[src/verilog/res_pkg.sv]
// Constants, types and helpers shared by the regulator enable sequencer
package res_pkg;

  // Timing base
  localparam int CLK_HZ = 100_000_000;
  localparam int TICK_US = 1000;
  localparam int TICK_CYCLES = (CLK_HZ / 1_000_000) * TICK_US;
  localparam int STEP_MS = 2;
  localparam int STEP_TICKS = (STEP_MS * 1000) / TICK_US;
  localparam int CAUSE_HOLD_S = 1;
  localparam int CAUSE_TICKS = (CAUSE_HOLD_S * 1_000_000) / TICK_US;

  // Undervoltage turn-off levels in mV, informative only
  localparam int UVLO_STD_MV = 2150;
  localparam int UVLO_HIGH_MV = 3650;

  // Channel indices
  localparam int NUM_CH = 3;
  localparam logic [1:0] CH_BUCK = 2'h0;
  localparam logic [1:0] CH_LIN_A = 2'h1;
  localparam logic [1:0] CH_LIN_B = 2'h2;

  // Restart order codes
  localparam logic [1:0] ORD_LA_LB_BUCK = 2'h0;
  localparam logic [1:0] ORD_BUCK_LA_LB = 2'h1;
  localparam logic [1:0] ORD_LA_BUCK_LB = 2'h2;
  localparam logic [1:0] ORD_ALL = 2'h3;
  localparam logic [1:0] LAST_SLOT = 2'h2;

  // Synchroniser lanes
  localparam int SYNC_W = 10;
  localparam int SI_EN_BUCK = 0;
  localparam int SI_EN_LA = 1;
  localparam int SI_EN_LB = 2;
  localparam int SI_MODE = 3;
  localparam int SI_LIGHT = 4;
  localparam int SI_HOT = 5;
  localparam int SI_COOL = 6;
  localparam int SI_UVLO = 7;
  localparam int SI_LONG = 8;
  localparam int SI_SHORT = 9;

  // Register byte addresses
  localparam logic [7:0] ADDR_CTRL = 8'h00;
  localparam logic [7:0] ADDR_STATUS = 8'h04;
  localparam logic [7:0] ADDR_IRQ_STATUS = 8'h08;
  localparam logic [7:0] ADDR_IRQ_EN = 8'h0C;
  localparam logic [7:0] ADDR_IRQ_CLR = 8'h10;

  // Field positions
  localparam int CTRL_OVR_EN = 0;
  localparam int CTRL_ORD_LSB = 1;
  localparam int CTRL_W = 3;
  localparam logic [CTRL_W-1:0] CTRL_RST = 3'h0;
  localparam int STAT_RUN_LSB = 0;
  localparam int STAT_THERM = 3;
  localparam int STAT_UVLO = 4;
  localparam int STAT_BUSY = 5;
  localparam int STAT_CAUSE = 6;
  localparam int STAT_PERM_LSB = 7;
  localparam int IRQ_THERMAL = 0;
  localparam int IRQ_UVLO = 1;
  localparam int IRQ_LONG_WD = 2;
  localparam int IRQ_SEQ_DONE = 3;
  localparam int IRQ_W = 4;
  localparam logic [IRQ_W-1:0] IRQ_RST = 4'h0;

  typedef enum {SEQ_IDLE, SEQ_START, SEQ_WAIT} res_seq_t;

  // Channel started in a given slot of a restart order
  function automatic logic [1:0] res_slot_ch(input logic [1:0] order, input logic [1:0] slot);
    logic [1:0] ch;
    ch = CH_BUCK;
    case (order)
      ORD_LA_LB_BUCK: ch = (slot == 2'h0) ? CH_LIN_A : (slot == 2'h1) ? CH_LIN_B : CH_BUCK;
      ORD_BUCK_LA_LB: ch = (slot == 2'h0) ? CH_BUCK : (slot == 2'h1) ? CH_LIN_A : CH_LIN_B;
      ORD_LA_BUCK_LB: ch = (slot == 2'h0) ? CH_LIN_A : (slot == 2'h1) ? CH_BUCK : CH_LIN_B;
      default: ch = CH_BUCK;
    endcase
    return ch;
  endfunction

endpackage

[src/verilog/res_chan_if.sv]
// Carrier between the sequencer core and one channel gate
`timescale 1ns/1ps
interface res_chan_if;
  logic enable;
  logic permit;
  logic run;
  logic soft_start;
  modport ctl (output enable, output permit, input run, input soft_start);
  modport chan (input enable, input permit, output run, output soft_start);
endinterface

[src/verilog/res_chan.sv]
// One regulator channel gate with soft-start request
`timescale 1ns/1ps
module res_chan
  import res_pkg::*;
(
  input wire logic clk_in,  // System clock
  input wire logic rst_n_in,  // Synchronous reset, active low
  res_chan_if.chan bus  // Enable, permission, run and soft-start
);

  logic next_run;

  always_comb begin
    next_run = bus.enable & bus.permit;
  end

  always_ff @(posedge clk_in) begin
    if (!rst_n_in) begin
      bus.run <= 1'b0;
    end else begin
      bus.run <= next_run;
    end
  end

  // Every off-to-on turn, fault recovery included, ramps again
  always_ff @(posedge clk_in) begin
    if (!rst_n_in) begin
      bus.soft_start <= 1'b0;
    end else begin
      bus.soft_start <= next_run & ~bus.run;
    end
  end

endmodule // res_chan

[src/verilog/res_top.sv]
// Regulator enable sequencer: channel gating, faults, restart order, APB registers
//
// Functional notes
// - A channel runs only while its enable input is high.
// - Enable one drives buck, two drives linear A, three drives linear B.
// - Every off-to-on turn of a channel issues a soft-start request.
// - Mode select high forces fixed-frequency PWM on the buck.
// - Mode select low: PWM normally, burst power save at light load.
// - Over-temperature above 150 C switches all three channels off.
// - After thermal shutdown channels stay off until below 130 C.
// - Leaving thermal shutdown restarts enabled channels with soft start.
// - Undervoltage shuts all channels and both buck switches off.
// - Undervoltage clearing lets channels follow their enables again.
// - Undervoltage threshold choice is a fixed build parameter.
// - After long watchdog event channels restart in the selected order.
// - Restart steps are spaced 2 ms apart.
// - Order 00 A,B,buck; 01 buck,A,B; 10 A,buck,B; 11 all together.
// - A status output tells which watchdog caused the last reset.
// - Cause high after short timeout or power-on, low after long, clears in 1 s.
//
// The address map and the APB slave port were decided locally.
`timescale 1ns/1ps
module res_top
  import res_pkg::*;
#(
  parameter int TICK_DIV = TICK_CYCLES,  // Clock cycles per timing tick
  parameter int STEP_TK = STEP_TICKS,  // Ticks between restart steps
  parameter int CAUSE_TK = CAUSE_TICKS,  // Ticks the long-event cause is held
  parameter logic [1:0] RESTART_ORDER = ORD_LA_LB_BUCK,  // Factory restart order
  parameter logic UVLO_HIGH = 1'b0  // Factory undervoltage level choice
) (
  input wire logic clk_in,  // 100 MHz system clock
  input wire logic rst_n_in,  // Synchronous reset, active low
  input wire logic buck_enable_in,  // Buck channel request
  input wire logic linear_a_enable_in,  // Linear A channel request
  input wire logic linear_b_enable_in,  // Linear B channel request
  input wire logic buck_mode_sel_in,  // High forces PWM
  input wire logic light_load_in,  // Buck load below power-save threshold
  input wire logic over_temp_in,  // Junction above 150 C
  input wire logic temp_cool_in,  // Junction below 130 C
  input wire logic uvlo_in,  // Supervisory supply undervoltage
  input wire logic long_timeout_in,  // Long watchdog expired, level
  input wire logic short_timeout_in,  // Short watchdog expired, level
  input wire logic psel_in,  // APB select
  input wire logic penable_in,  // APB enable
  input wire logic pwrite_in,  // APB direction
  input wire logic [7:0] paddr_in,  // APB byte address
  input wire logic [31:0] pwdata_in,  // APB write data
  output logic [31:0] prdata_out,  // APB read data
  output logic pready_out,  // APB ready
  output logic pslverr_out,  // APB error on unmapped address
  output logic buck_run_out,  // Buck run request
  output logic linear_reg_a_run_out,  // Linear A run request
  output logic linear_reg_b_run_out,  // Linear B run request
  output logic buck_soft_start_out,  // Buck soft-start pulse
  output logic linear_reg_a_soft_start_out,  // Linear A soft-start pulse
  output logic linear_reg_b_soft_start_out,  // Linear B soft-start pulse
  output logic buck_pwm_out,  // Buck in fixed-frequency PWM
  output logic buck_psm_out,  // Buck in burst power save
  output logic buck_switches_off_out,  // Power switch and rectifier both off
  output logic uvlo_high_sel_out,  // Selected undervoltage level
  output logic watchdog_cause_out,  // High short/power-on, low long event
  output logic irq_out  // Level interrupt
);

  // Input synchroniser, stage one read only by stage two
  logic [SYNC_W-1:0] sync1;
  logic [SYNC_W-1:0] sync2;
  logic [SYNC_W-1:0] raw_in;
  logic long_prev;
  logic short_prev;
  logic uvlo_prev;
  logic long_ev;
  logic short_ev;
  logic hot_ev;
  logic uvlo_ev;

  // Timing, faults, sequencer
  logic [31:0] tick_cnt;
  logic tick;
  logic tick_clr;
  logic thermal;
  logic fault;
  res_seq_t seq_state;
  logic [NUM_CH-1:0] perm;
  logic [1:0] seq_ord;
  logic [1:0] slot;
  logic [31:0] step_cnt;
  logic seq_done;
  logic [31:0] cause_cnt;

  // Registers
  logic [CTRL_W-1:0] ctrl;
  logic [IRQ_W-1:0] irq_status;
  logic [IRQ_W-1:0] irq_en;
  logic [IRQ_W-1:0] irq_ev;
  logic [IRQ_W-1:0] irq_clr;
  logic [31:0] next_rdata;
  logic next_err;
  logic wr_en;
  logic [NUM_CH-1:0] run_vec;
  logic [NUM_CH-1:0] en_vec;
  logic [1:0] next_ord;

  assign raw_in = {short_timeout_in, long_timeout_in, uvlo_in, temp_cool_in, over_temp_in,
                   light_load_in, buck_mode_sel_in, linear_b_enable_in, linear_a_enable_in,
                   buck_enable_in};

  always_ff @(posedge clk_in) begin
    if (!rst_n_in) begin
      sync1 <= '0;
      sync2 <= '0;
    end else begin
      sync1 <= raw_in;
      sync2 <= sync1;
    end
  end

  always_ff @(posedge clk_in) begin
    if (!rst_n_in) begin
      long_prev <= 1'b0;
      short_prev <= 1'b0;
      uvlo_prev <= 1'b0;
    end else begin
      long_prev <= sync2[SI_LONG];
      short_prev <= sync2[SI_SHORT];
      uvlo_prev <= sync2[SI_UVLO];
    end
  end

  assign long_ev = sync2[SI_LONG] & ~long_prev;
  assign short_ev = sync2[SI_SHORT] & ~short_prev;
  assign uvlo_ev = sync2[SI_UVLO] & ~uvlo_prev;
  assign hot_ev = sync2[SI_HOT] & ~thermal;

  // Tick divider; restarted at each step so a gap is never short
  always_ff @(posedge clk_in) begin
    if (!rst_n_in) begin
      tick_cnt <= '0;
      tick <= 1'b0;
    end else if (tick_clr) begin
      tick_cnt <= '0;
      tick <= 1'b0;
    end else if (tick_cnt == 32'(TICK_DIV - 1)) begin
      tick_cnt <= '0;
      tick <= 1'b1;
    end else begin
      tick_cnt <= tick_cnt + 32'h1;
      tick <= 1'b0;
    end
  end

  // Thermal latch with hysteresis
  always_ff @(posedge clk_in) begin
    if (!rst_n_in) begin
      thermal <= 1'b0;
    end else if (sync2[SI_HOT]) begin
      thermal <= 1'b1;
    end else if (sync2[SI_COOL]) begin
      thermal <= 1'b0;
    end
  end

  assign fault = thermal | sync2[SI_UVLO];

  // Restart sequencer after a long watchdog event
  assign next_ord = ctrl[CTRL_OVR_EN] ? ctrl[CTRL_ORD_LSB +: 2] : RESTART_ORDER;
  assign tick_clr = (seq_state == SEQ_START);

  always_ff @(posedge clk_in) begin
    if (!rst_n_in) begin
      seq_state <= SEQ_IDLE;
      perm <= '1;
      seq_ord <= ORD_LA_LB_BUCK;
      slot <= 2'h0;
      step_cnt <= '0;
      seq_done <= 1'b0;
    end else if (long_ev) begin
      // A fresh event restarts the whole order, even mid-sequence
      seq_state <= SEQ_START;
      perm <= '0;
      seq_ord <= next_ord;
      slot <= 2'h0;
      step_cnt <= '0;
      seq_done <= 1'b0;
    end else begin
      seq_done <= 1'b0;
      case (seq_state)
        SEQ_IDLE: begin
          step_cnt <= '0;
        end
        SEQ_START: begin
          step_cnt <= '0;
          if (seq_ord == ORD_ALL) begin
            perm <= '1;
            seq_state <= SEQ_IDLE;
            seq_done <= 1'b1;
          end else begin
            perm[res_slot_ch(seq_ord, slot)] <= 1'b1;
            if (slot == LAST_SLOT) begin
              seq_state <= SEQ_IDLE;
              seq_done <= 1'b1;
            end else begin
              seq_state <= SEQ_WAIT;
            end
          end
        end
        SEQ_WAIT: begin
          if (tick) begin
            if (step_cnt == 32'(STEP_TK - 1)) begin
              slot <= slot + 2'h1;
              seq_state <= SEQ_START;
            end else begin
              step_cnt <= step_cnt + 32'h1;
            end
          end
        end
        default: begin
          seq_state <= SEQ_IDLE;
        end
      endcase
    end
  end

  // Channel gates
  res_chan_if ch_if[NUM_CH] ();
  assign en_vec = {sync2[SI_EN_LB], sync2[SI_EN_LA], sync2[SI_EN_BUCK]};

  generate
    for (genvar i = 0; i < NUM_CH; i++) begin : g_ch
      assign ch_if[i].enable = en_vec[i];
      assign ch_if[i].permit = perm[i] & ~fault;
      assign run_vec[i] = ch_if[i].run;
      res_chan u_chan (
        .clk_in(clk_in),
        .rst_n_in(rst_n_in),
        .bus(ch_if[i])
      );
    end
  endgenerate

  assign buck_run_out = ch_if[CH_BUCK].run;
  assign linear_reg_a_run_out = ch_if[CH_LIN_A].run;
  assign linear_reg_b_run_out = ch_if[CH_LIN_B].run;
  assign buck_soft_start_out = ch_if[CH_BUCK].soft_start;
  assign linear_reg_a_soft_start_out = ch_if[CH_LIN_A].soft_start;
  assign linear_reg_b_soft_start_out = ch_if[CH_LIN_B].soft_start;

  // Buck control mode, one cycle behind the run flop
  always_ff @(posedge clk_in) begin
    if (!rst_n_in) begin
      buck_pwm_out <= 1'b0;
      buck_psm_out <= 1'b0;
      buck_switches_off_out <= 1'b1;
      uvlo_high_sel_out <= 1'b0;
    end else begin
      buck_pwm_out <= run_vec[CH_BUCK] & (sync2[SI_MODE] | ~sync2[SI_LIGHT]);
      buck_psm_out <= run_vec[CH_BUCK] & ~sync2[SI_MODE] & sync2[SI_LIGHT];
      buck_switches_off_out <= sync2[SI_UVLO] | ~run_vec[CH_BUCK];
      uvlo_high_sel_out <= UVLO_HIGH;
    end
  end

  // Watchdog cause; power-on leaves it high
  always_ff @(posedge clk_in) begin
    if (!rst_n_in) begin
      watchdog_cause_out <= 1'b1;
      cause_cnt <= '0;
    end else if (long_ev) begin
      watchdog_cause_out <= 1'b0;
      cause_cnt <= '0;
    end else if (short_ev) begin
      watchdog_cause_out <= 1'b1;
      cause_cnt <= '0;
    end else if (!watchdog_cause_out && tick) begin
      if (cause_cnt == 32'(CAUSE_TK - 1)) begin
        watchdog_cause_out <= 1'b1;
        cause_cnt <= '0;
      end else begin
        cause_cnt <= cause_cnt + 32'h1;
      end
    end
  end

  // APB slave, one wait-free access phase
  assign wr_en = psel_in & penable_in & pready_out & pwrite_in;

  always_comb begin
    next_rdata = '0;
    next_err = 1'b0;
    case (paddr_in)
      ADDR_CTRL: next_rdata[CTRL_W-1:0] = ctrl;
      ADDR_STATUS: begin
        next_rdata[STAT_RUN_LSB +: NUM_CH] = run_vec;
        next_rdata[STAT_THERM] = thermal;
        next_rdata[STAT_UVLO] = sync2[SI_UVLO];
        next_rdata[STAT_BUSY] = (seq_state != SEQ_IDLE);
        next_rdata[STAT_CAUSE] = watchdog_cause_out;
        next_rdata[STAT_PERM_LSB +: NUM_CH] = perm;
      end
      ADDR_IRQ_STATUS: next_rdata[IRQ_W-1:0] = irq_status;
      ADDR_IRQ_EN: next_rdata[IRQ_W-1:0] = irq_en;
      ADDR_IRQ_CLR: next_rdata = '0;
      default: next_err = 1'b1;
    endcase
  end

  always_ff @(posedge clk_in) begin
    if (!rst_n_in) begin
      pready_out <= 1'b0;
      prdata_out <= '0;
      pslverr_out <= 1'b0;
    end else if (psel_in && !penable_in && !pready_out) begin
      pready_out <= 1'b1;
      prdata_out <= pwrite_in ? 32'h0 : next_rdata;
      pslverr_out <= next_err;
    end else begin
      pready_out <= 1'b0;
      prdata_out <= '0;
      pslverr_out <= 1'b0;
    end
  end

  always_ff @(posedge clk_in) begin
    if (!rst_n_in) begin
      ctrl <= CTRL_RST;
      irq_en <= IRQ_RST;
    end else if (wr_en) begin
      if (paddr_in == ADDR_CTRL) begin
        ctrl <= pwdata_in[CTRL_W-1:0];
      end
      if (paddr_in == ADDR_IRQ_EN) begin
        irq_en <= pwdata_in[IRQ_W-1:0];
      end
    end
  end

  // Sticky events; a set in the clearing cycle survives
  always_comb begin
    irq_ev = '0;
    irq_ev[IRQ_THERMAL] = hot_ev;
    irq_ev[IRQ_UVLO] = uvlo_ev;
    irq_ev[IRQ_LONG_WD] = long_ev;
    irq_ev[IRQ_SEQ_DONE] = seq_done;
    irq_clr = (wr_en && paddr_in == ADDR_IRQ_CLR) ? pwdata_in[IRQ_W-1:0] : IRQ_RST;
  end

  always_ff @(posedge clk_in) begin
    if (!rst_n_in) begin
      irq_status <= IRQ_RST;
      irq_out <= 1'b0;
    end else begin
      irq_status <= (irq_status & ~irq_clr) | irq_ev;
      irq_out <= |(irq_status & irq_en);
    end
  end

endmodule // res_top
[config.mk]
export PLATFORM = sky130hd
export DESIGN_NAME = res_top
export DESIGN_NICKNAME = d
export VERILOG_FILES = /design/src/verilog/res_pkg.sv /design/src/verilog/res_chan_if.sv /design/src/verilog/res_chan.sv /design/src/verilog/res_top.sv
export SDC_FILE = /design/constraint.sdc
export NUM_CORES = 1
export LEC_CHECK = 0
export BUFFER_PORTS_ARGS = -buffer_cell sky130_fd_sc_hd__buf_2
export CORE_ASPECT_RATIO = 0.6
export CORE_MARGIN = 5
export CORE_UTILIZATION = 50
export DETAILED_ROUTE_END_ITERATION = 12
export MAX_ROUTING_LAYER = met4
export PLACE_DENSITY = 0.7
export SLEW_MARGIN = 30
export SYNTH_ARGS = -nofsm -noshare
export SYNTH_HDL_FRONTEND = slang
export SYNTH_HIERARCHICAL = 1
export SYNTH_SLANG_ARGS = --single-unit
[constraint.sdc]
create_clock -name clk_in -period 2.2 [get_ports clk_in]
set_input_delay 0.44 -clock clk_in [delete_from_list [all_inputs] [get_ports clk_in]]
set_output_delay 0.44 -clock clk_in [all_outputs]
set_load 0.02 [all_outputs]
==> impl_summary.md, run 1 <==
Floorplan
During I/O placement, the number of pins put on the boundary was 101. The core region is 14400 µm². The x dimension of the die is 166 µm.

The full die area is 17200 µm². Measured along the y axis, the die boundary spans 104 µm. The initial cell density of the core is 50.7%. In this run the core area contains 34 standard-cell rows.

Timing
The worst pin sits at a relative slew slack of 62.4%. The worst path in the final design needs a cycle of 2.07 ns, including I/O delays and setup. Setup repair after global routing left no endpoint under its margin. Timing would allow up to 484 MHz. After layout, the worst path uses 93.9% of the clock period.

The max-slew violation count is 0. At the pin with the least slew margin, the transition time is 0.563 ns. The clock skew after layout is 0.0102 ns.

Setup violations remaining at the end of the flow were counted as 0. The worst path meets setup with 0.135 ns of slack. The final count of hold timing violations is 0. The summed negative setup slack over all endpoints is 0 ns.

Power
The internal power contribution is 4630 µW. In this run the power density over the cells is 724 nW/µm². The register share of total power is 49.7%.

The fraction of power spent switching nets is 24.3%. Summed over all nets, the switching power comes to 1490 µW. Combinational cells account for 3.5% of the total power. The reported leakage power is 0.00305 µW. The worst ir drop on vdd is 0.000464 V. The clock power share is 46.8%. The overall power is 6120 µW.

CTS
Counting every sink on the clock net gives 165. Clock-pin slew was measured on the worst setup and hold paths at 0.07 ns. The TritonCTS buffer count is 17. No sink is reached through more buffers than the 2 on the longest clock path. The count of buffers added by post-CTS timing repair for setup is 0.

For the worst-skew pair, the clock arrives at the later sink with an insertion delay of 0.42 ns. The total number of H-tree levels is 4. The buffer cell driving the clock tree root is clkbuf_16. The CTS tree is built.

Worst setup path
The most critical setup path has its endpoint at step_cnt[24]$_SDFFE_PP0P_. The timing startpoint of the critical path is step_cnt[0]$_SDFFE_PP0P_. The flop-to-flop setup slack is 0.13 ns. The worst reg2reg path startpoint is step_cnt[0]$_SDFFE_PP0P_. In this run the worst path has a maximum fanout of 15. At the worst endpoint, the arrival time is 2.41 ns. The endpoint identified for the worst register-to-register timing path is step_cnt[24]$_SDFFE_PP0P_.

At the worst endpoint, the required time is 2.54 ns. The element type at the critical path end is a flop. The startpoint class of the critical path is a flop. The number of cells on the worst reg-to-reg path is 6. The setup path with the least slack is of type reg -> reg.

Detailed routing
Before antenna repair, the detailed router went through 5 iterations. The number of vias after detailed routing is 5932. The DRC marker count from the first detailed-route iteration is 422. The final layout contains routed wiring with a total length of 15.6 mm. In the routed layout, each cell is associated on average with a via count of 5.35. The count of nets left with antenna violations once routing finished came out at 0.

For this run, design rule violations remaining after detail routing come to 0. The routed length per instance is 14.1 µm.

Final layout
The total inserted antenna cells is 0. In the final design database the tool counted 959 nets. The fraction of final layout cells sized beyond drive strength 1 is 14.4%. Once layout is complete, the cells apart from fillers number 1108. The area growth from synthesis to layout is 15.5%. In the layout the commonest cells are dfxtp_1, nor2_1, nand2_1. The most common cell after layout, fill and taps aside is dfxtp_1.

Place
The final weighted congestion in routability-driven placement is 0.862. Including well taps, the total number of placed cells is 1076. OpenSTA, run right after detailed placement, puts the worst setup slack at 0.0804 ns. The number of port buffers is 49. Summed over all nets, the half-perimeter wirelength after detailed placement is 11.1 mm.

Synth
Counting flops and latches in the post-synthesis netlist gives 165. The proportion of netlist area held by the largest area contributor is 45.1%. Synthesis instantiated 56 different standard cells from the library. The number of instances in the synthesized netlist is 830. For this run, asynchronously set or reset flops after synthesis account for 0%. The sequential cell area fraction in the yosys report is 45.1%. In the post-synthesis netlist, the biggest area contributors are dfxtp_1, xnor2_1, nor2_1. The Yosys step of the flow raised 6 warnings. The cell area that synthesis handed to floorplanning was 7320 µm².

The most instantiated flip-flop cell in the synthesis netlist is dfxtp_1. The library cell with the largest summed area after synthesis is dfxtp_1. The synthesized area per cell is 8.82 µm². Counting flops with a built-in enable in the synthesized netlist gives 0.

Global routing
The number of global-route vias before repair is 5259. After global routing the overflow that remains totals 0. The global-route wire length before repair is 26.3 mm.

Across every metal layer, demand over resource in global routing totals 18.6%. Entering global routing, the biggest net connects 33 pins. The number of antenna violations at the first check in global routing came to 0.

Run status
The run finished with clean final reports.

Worst hold path
The worst hold path belongs to the class in -> reg.

Run
The number of max-capacitance violations reported is 0.
==> per-layer routing <==
| metal | global-route usage, % | up-vias | wire [µm] |
|---|---|---|---|
| met4 | 4.65 | 0 | 108 |
| met5 | - | - | 0 |
| met3 | 3.88 | 12 | 925 |
| met1 | 28.9 | 2754 | 8360 |
| met2 | 24.2 | 154 | 6250 |
| li1 | - | 3012 | - |
==> worst min path at each step <==
stage	from	endpoint	slack [ns]	depth (start not counted)
3_3_place_gp	sync1[0]$_SDFF_PN0_	sync2[0]$_SDFF_PN0_	0.41	1
2_1_floorplan	sync2[3]$_SDFF_PN0_	buck_psm_out$_SDFF_PN0_	0.40	1
3_5_place_dp	sync1[0]$_SDFF_PN0_	sync2[0]$_SDFF_PN0_	0.42	1
5_1_grt	penable_in	pready_out$_SDFF_PN0_	0.20	2
6_report	penable_in	pready_out$_SDFF_PN0_	0.22	2
4_1_cts	penable_in	pready_out$_SDFF_PN0_	0.20	2
==> critical path, stage by stage (launching register included) <==
cell and delay, ns:
dfxtp_1 0.40, ha_1 0.21, inv_1 0.06, or4_1 0.56
a21o_4 0.27, or3_1 0.35, a21oi_1 0.14
==> synth_stat cells, types with 2 or more instances <==
cell and n:
buf_6 3, a22oi_1 3, nand4_1 21, clkbuf_1 28
nor3_1 21, a32oi_1 2, nand2_1 63, nor3b_1 4
buf_4 23, and3_1 9, o2111ai_1 4, nand3b_1 3
clkbuf_2 2, a2111o_1 9, a21boi_0 8, and2_1 35
or2_2 6, nand3_1 34, nor4b_1 2, buf_1 2
nor4bb_1 2, a21o_1 2, mux2i_1 16, nor2_1 85
dfxtp_1 165, nor4_1 33, a211oi_1 4, nand2b_1 2
or3_1 18, ha_1 7, o21ai_0 31, inv_1 24
o21a_1 7, and4_1 14, nor2b_1 16, a21oi_1 34
xor2_1 13, xnor2_1 50, and4b_1 4, or4_1 5
==> flip-flops by register name, indices dropped and copies added, names as in the netlist, 2 cells and up <==
register and cells:
prdata_out 10, slot 2, ctrl 3, sync2 10, irq_en 4, seq_ord 2, tick_cnt 32, sync1 10
seq_state 2, g_ch.u_chan/bus.run 3, irq_status 4, cause_cnt 32, perm 3, g_ch.u_chan/bus.soft_start 3, step_cnt 32
==> power groups by stage <==
stage	registers (µW)	clock network [µW]	logic (µW)
after floorplan	3110	0	166
after global placement	3110	0	211
after detailed placement	3110	0	212
after CTS	3050	2920	214
after global routing	3050	3060	237
final	3050	2860	215
==> repair_timing <==
| action | 4_1_cts | 5_1_grt |
|---|---|---|
| hold buffers | 0 | 0 |
| setup endpoints to repair | 0 | 7 |
| gates resized for setup | 0 | 2 |
| endpoints found under the hold margin | 0 | 0 |
==> area by class of cell <==
cell class / instances / area (µm²)
well taps: 198 / 248
repair buffers: 85 / 553
clock inverters: 14 / 139
flip-flops and latches: 165 / 3300
inverters: 24 / 90.1
multi-input cells: 604 / 3680
clock buffers: 18 / 439
fillers: 1294 / 5970
==> kinds of logic (layout without fill, tap and decap cells) <==
logic type,Yosys count,after routing,synth area share (%)
AOI/OAI and AO/OA,110,110,9.68
xor gates and xnor gates,63,63,7.54
adders and majority gates,7,7,1.20
buffers and inverters,83,141,5.80
DFF,165,165,45.1
muxes,17,17,2.34
other,1,23,0.0512
and+or+nand+nor,384,384,28.3
==> per-stage QoR <==
step / utilization, % / hold WS (ns) / area (µm²)
2_1_floorplan: - / 0.396 / 7400
3_3_place_gp: 54.6 / 0.413 / 7870
3_5_place_dp: 54.6 / 0.418 / 7870
4_1_cts: 58.6 / 0.204 / 8450
5_1_grt: 58.6 / 0.204 / 8450
6_report: 58.6 / 0.216 / 8450
Power figures use the tool's default switching activity.
==> run 2, diff against run 1 <==
Settings changed: CORE_ASPECT_RATIO 0.6 to 1.4.
==> run 2 against run 1 <==
  * Sequential power barely moved
  * Count of clock-buffer cells in the layout fell by 1
  * Sequential cell count did not move
  * Global-route usage fell by 0.78 points
  * Clock skew shrank 0.0022 ns
  * Worst hold slack is essentially flat
  * Cell area grew 0.13%
  * First-iteration DRC count decreased by 48%
==> impl_summary.md, run 2 (synthesis results as in run 1) <==
Run status
Run status: finished clean (unchanged).

Global routing
The global-route wire length before repair is 25.3 mm (was 26.3 mm). The total track usage was 17.9% (was 18.6%). The pin count of the biggest net entering global routing is 53 (was 33). The number of global-route vias before repair came to 5639 (was 5259). The number of antenna violations at the first check in global routing is 0 (unchanged).

The remaining global-route overflow came to 0 (unchanged).

CTS
The count of hold-fix buffers inserted at cts is 0 (unchanged). The TritonCTS buffer count came to 17 (unchanged). The clock latency on the worst-skew pair came to 0.42 ns (about the same). The clock tree buffer depth came to 2 (unchanged). The CTS tree is built (unchanged). The clock transition at the registers of the reported paths is 0.07 ns (about the same). The total number of H-tree levels is 4 (unchanged). The buffer cell driving the clock tree root was clkbuf_16 (unchanged). The total clock sinks is 165 (unchanged).

Timing
The clock skew after layout is 0.00802 ns (was 0.0102 ns). The max-slew violation count is 0 (unchanged). The headroom to the max-slew limit is 65.0% (was 62.4%).

The upper clock frequency limit came to 483 MHz (was 484 MHz). The final count of hold timing violations was 0 (unchanged). The final-report setup violation count is 0 (unchanged). The summed negative setup slack over all endpoints was 0 ns (unchanged). The minimum hold slack is 0.216 ns (about the same). The period utilization was 94.2% (was 93.9%). The minimum period implied by the final worst setup slack is 2.07 ns (about the same). The transition time at the pin with the least slew margin is 0.524 ns (was 0.563 ns). Unrepaired setup endpoints after global routing: no (unchanged).

Power
The reported leakage power is 0.00305 µW (about the same). The worst ir drop on vdd is 0.000592 V (was 0.000464 V). The internal power contribution is 4940 µW (was 4630 µW). The fraction of power spent switching nets is 22.9% (was 24.3%). The clock power share is 49.3% (was 46.8%). The total power per unit cell area is 757 nW/µm² (was 724 nW/µm²). The net switching component of the power was 1470 µW (was 1490 µW). The share of total power in combinational logic is 3.2% (was 3.5%).

The register share of total power came to 47.5% (was 49.7%). The overall power is 6410 µW (was 6120 µW).

Worst hold path
The startpoint of the lowest-slack hold path was buck_enable_in (was penable_in). The capture endpoint of the worst hold path is sync1[0]$_SDFF_PN0_ (was pready_out$_SDFF_PN0_). The kind of path behind the tightest hold check is in -> reg (unchanged). The cell count of the worst hold path came to 2 (unchanged).

Final layout
The finished layout cell area was 8460 µm² (was 8450 µm²). Registers with the highest flip-flop counts: cause_cnt (32), step_cnt (32), tick_cnt (32) (unchanged). The area added between synthesis and finish is 15.7% (was 15.5%). The fraction of final layout cells sized beyond drive strength 1 is 14.2% (was 14.4%).

The area of the multi-input gates was 3670 µm² (was 3680 µm²). Commonest non-fill, non-tap cells in the layout: dfxtp_1, nor2_1, nand2_1 (unchanged). The total inserted antenna cells was 0 (unchanged). The number of cells in the finished layout apart from fillers was 1097 (was 1108). The storage element area was 3300 µm² (unchanged). The count of filler cells inserted in the layout was 1317 (was 1294). The most common cell after layout, fill and taps aside is dfxtp_1 (unchanged).

The post-layout net count is 957 (was 959).

Place
The estimated wirelength of the detail-placed design is 10.3 mm (was 11.1 mm). The number of port buffers is 49 (unchanged). The area of placed instances is 7820 µm² (was 7870 µm²). The final weighted congestion in routability-driven placement came to 0.837 (was 0.862). The number of cells in the design after placement is 1064 (was 1076).

Floorplan
The area of the placeable core is 14400 µm² (about the same). The initial cell density of the core came to 50.7% (about the same). The x dimension of the die is 112 µm (was 166 µm). The standard-cell row count is 52 (was 34). The count of pins on the block boundary is 101 (unchanged).

The full die area was 17200 µm² (about the same). The y dimension of the die is 153 µm (was 104 µm).

Worst setup path
The number of buffers and inverters on the critical path is 1 (unchanged). The timing startpoint of the critical path is step_cnt[0]$_SDFFE_PP0P_ (unchanged). The number of cells on the worst reg-to-reg path is 6 (unchanged). The peak fanout along the critical path is 15 (unchanged). The delay of the slowest critical-path stage is 0.57 ns (was 0.56 ns).

Critical path, cell by cell: ha_1, inv_1, or4_1, a21o_2, or3_1, a21oi_1 (was ha_1, inv_1, or4_1, a21o_4, or3_1, a21oi_1). The flop-to-flop setup slack was 0.13 ns (about the same). The library cell contributing the largest single delay on the critical path is or4_1 (unchanged). The critical path arrival is 2.43 ns (was 2.41 ns). The kind of critical path is reg -> reg (unchanged).

The startpoint class of the critical path is a flop (unchanged). The gate family responsible for the most delay along the worst path is simple AND/OR/NAND/NOR gates (unchanged). The element type at the critical path end is a flop (unchanged). The required time of the worst setup path is 2.56 ns (was 2.54 ns). The critical register-to-register path endpoint is step_cnt[28]$_SDFFE_PP0P_ (was step_cnt[24]$_SDFFE_PP0P_). The worst reg2reg path startpoint is step_cnt[0]$_SDFFE_PP0P_ (unchanged).

Detailed routing
The total length of routed wires is 14.6 mm (was 15.6 mm). The DRC violation count after routing is 0 (unchanged). The DRC marker count from the first detailed-route iteration is 220 (was 422). The number of detailed-routing iterations run before antenna repair is 4 (was 5). The routed length per instance was 13.3 µm (was 14.1 µm).

The number of vias after detailed routing is 5843 (was 5932). The via-per-instance ratio came to 5.33 (was 5.35). The post-detailed-route count of antenna-violating nets is 0 (unchanged).

Run
The number of max-capacitance violations reported came to 0 (unchanged).
## run 2: cell count changes in the layout (fill, tap and decap cells not counted), moves of 2 or more
| cell | before | now |
|---|---|---|
| inv_8 | 3 | 7 |
| bufinv_16 | 0 | 3 |
| inv_6 | 5 | 2 |
| clkinv_8 | 2 | 0 |
## run 2: final cells by class
cell class                 count  area share [%]
timing repair buffer          83            6.21
clock inverter                15            2.47
inverter                      24            1.06
multi-input combinational    604            43.4
tap                          189            2.79
sequential                   165            39.0
clock buffer                  17            5.03
## run 2: worst max path at each step
| stage | end | slack (ns) | cells after the start |
|---|---|---|---|
| global placement | step_cnt[24]$_SDFFE_PP0P_ | 0.14 | 6 |
| detailed placement | step_cnt[18]$_SDFFE_PP0P_ | 0.1 | 5 |
| global route | step_cnt[18]$_SDFFE_PP0P_ | 0.005 | 5 |
| floorplan | step_cnt[30]$_SDFFE_PP0P_ | 0.15 | 7 |
| CTS | step_cnt[28]$_SDFFE_PP0P_ | 0.08 | 5 |
| finish | step_cnt[28]$_SDFFE_PP0P_ | 0.13 | 6 |
## run 2: repair_timing
action                     4_1_cts  5_1_grt
resized for setup                0        1
setup buffers                    0        1
setup endpoints to repair        0        7
## run 2: layer usage
layer / vias to the layer above / routed length [µm] / global-route usage, %
met1: 2725 / 6450 / 20.2
li1: 3007 / - / -
met4: 0 / 225 / 6.47
met3: 22 / 475 / 3.72
met2: 89 / 7480 / 30.9
met5: - / 0 / -
## run 2: per-stage QoR
stage                     setup slack (ns)  util (%)
after global routing               0.00451      58.6
after floorplan                      0.145         -
after global placement               0.142      54.1
after detailed placement            0.0976      54.1
final                                0.128      58.6
after CTS                           0.0752      58.5
## run 2: power groups by stage
stage | Clock [µW] | Sequential (µW) | Combinational, µW
2_1_floorplan | 0 | 3110 | 166
3_3_place_gp | 0 | 3110 | 206
3_5_place_dp | 0 | 3110 | 207
4_1_cts | 3220 | 3040 | 208
5_1_grt | 3340 | 3050 | 230
6_report | 3160 | 3040 | 207
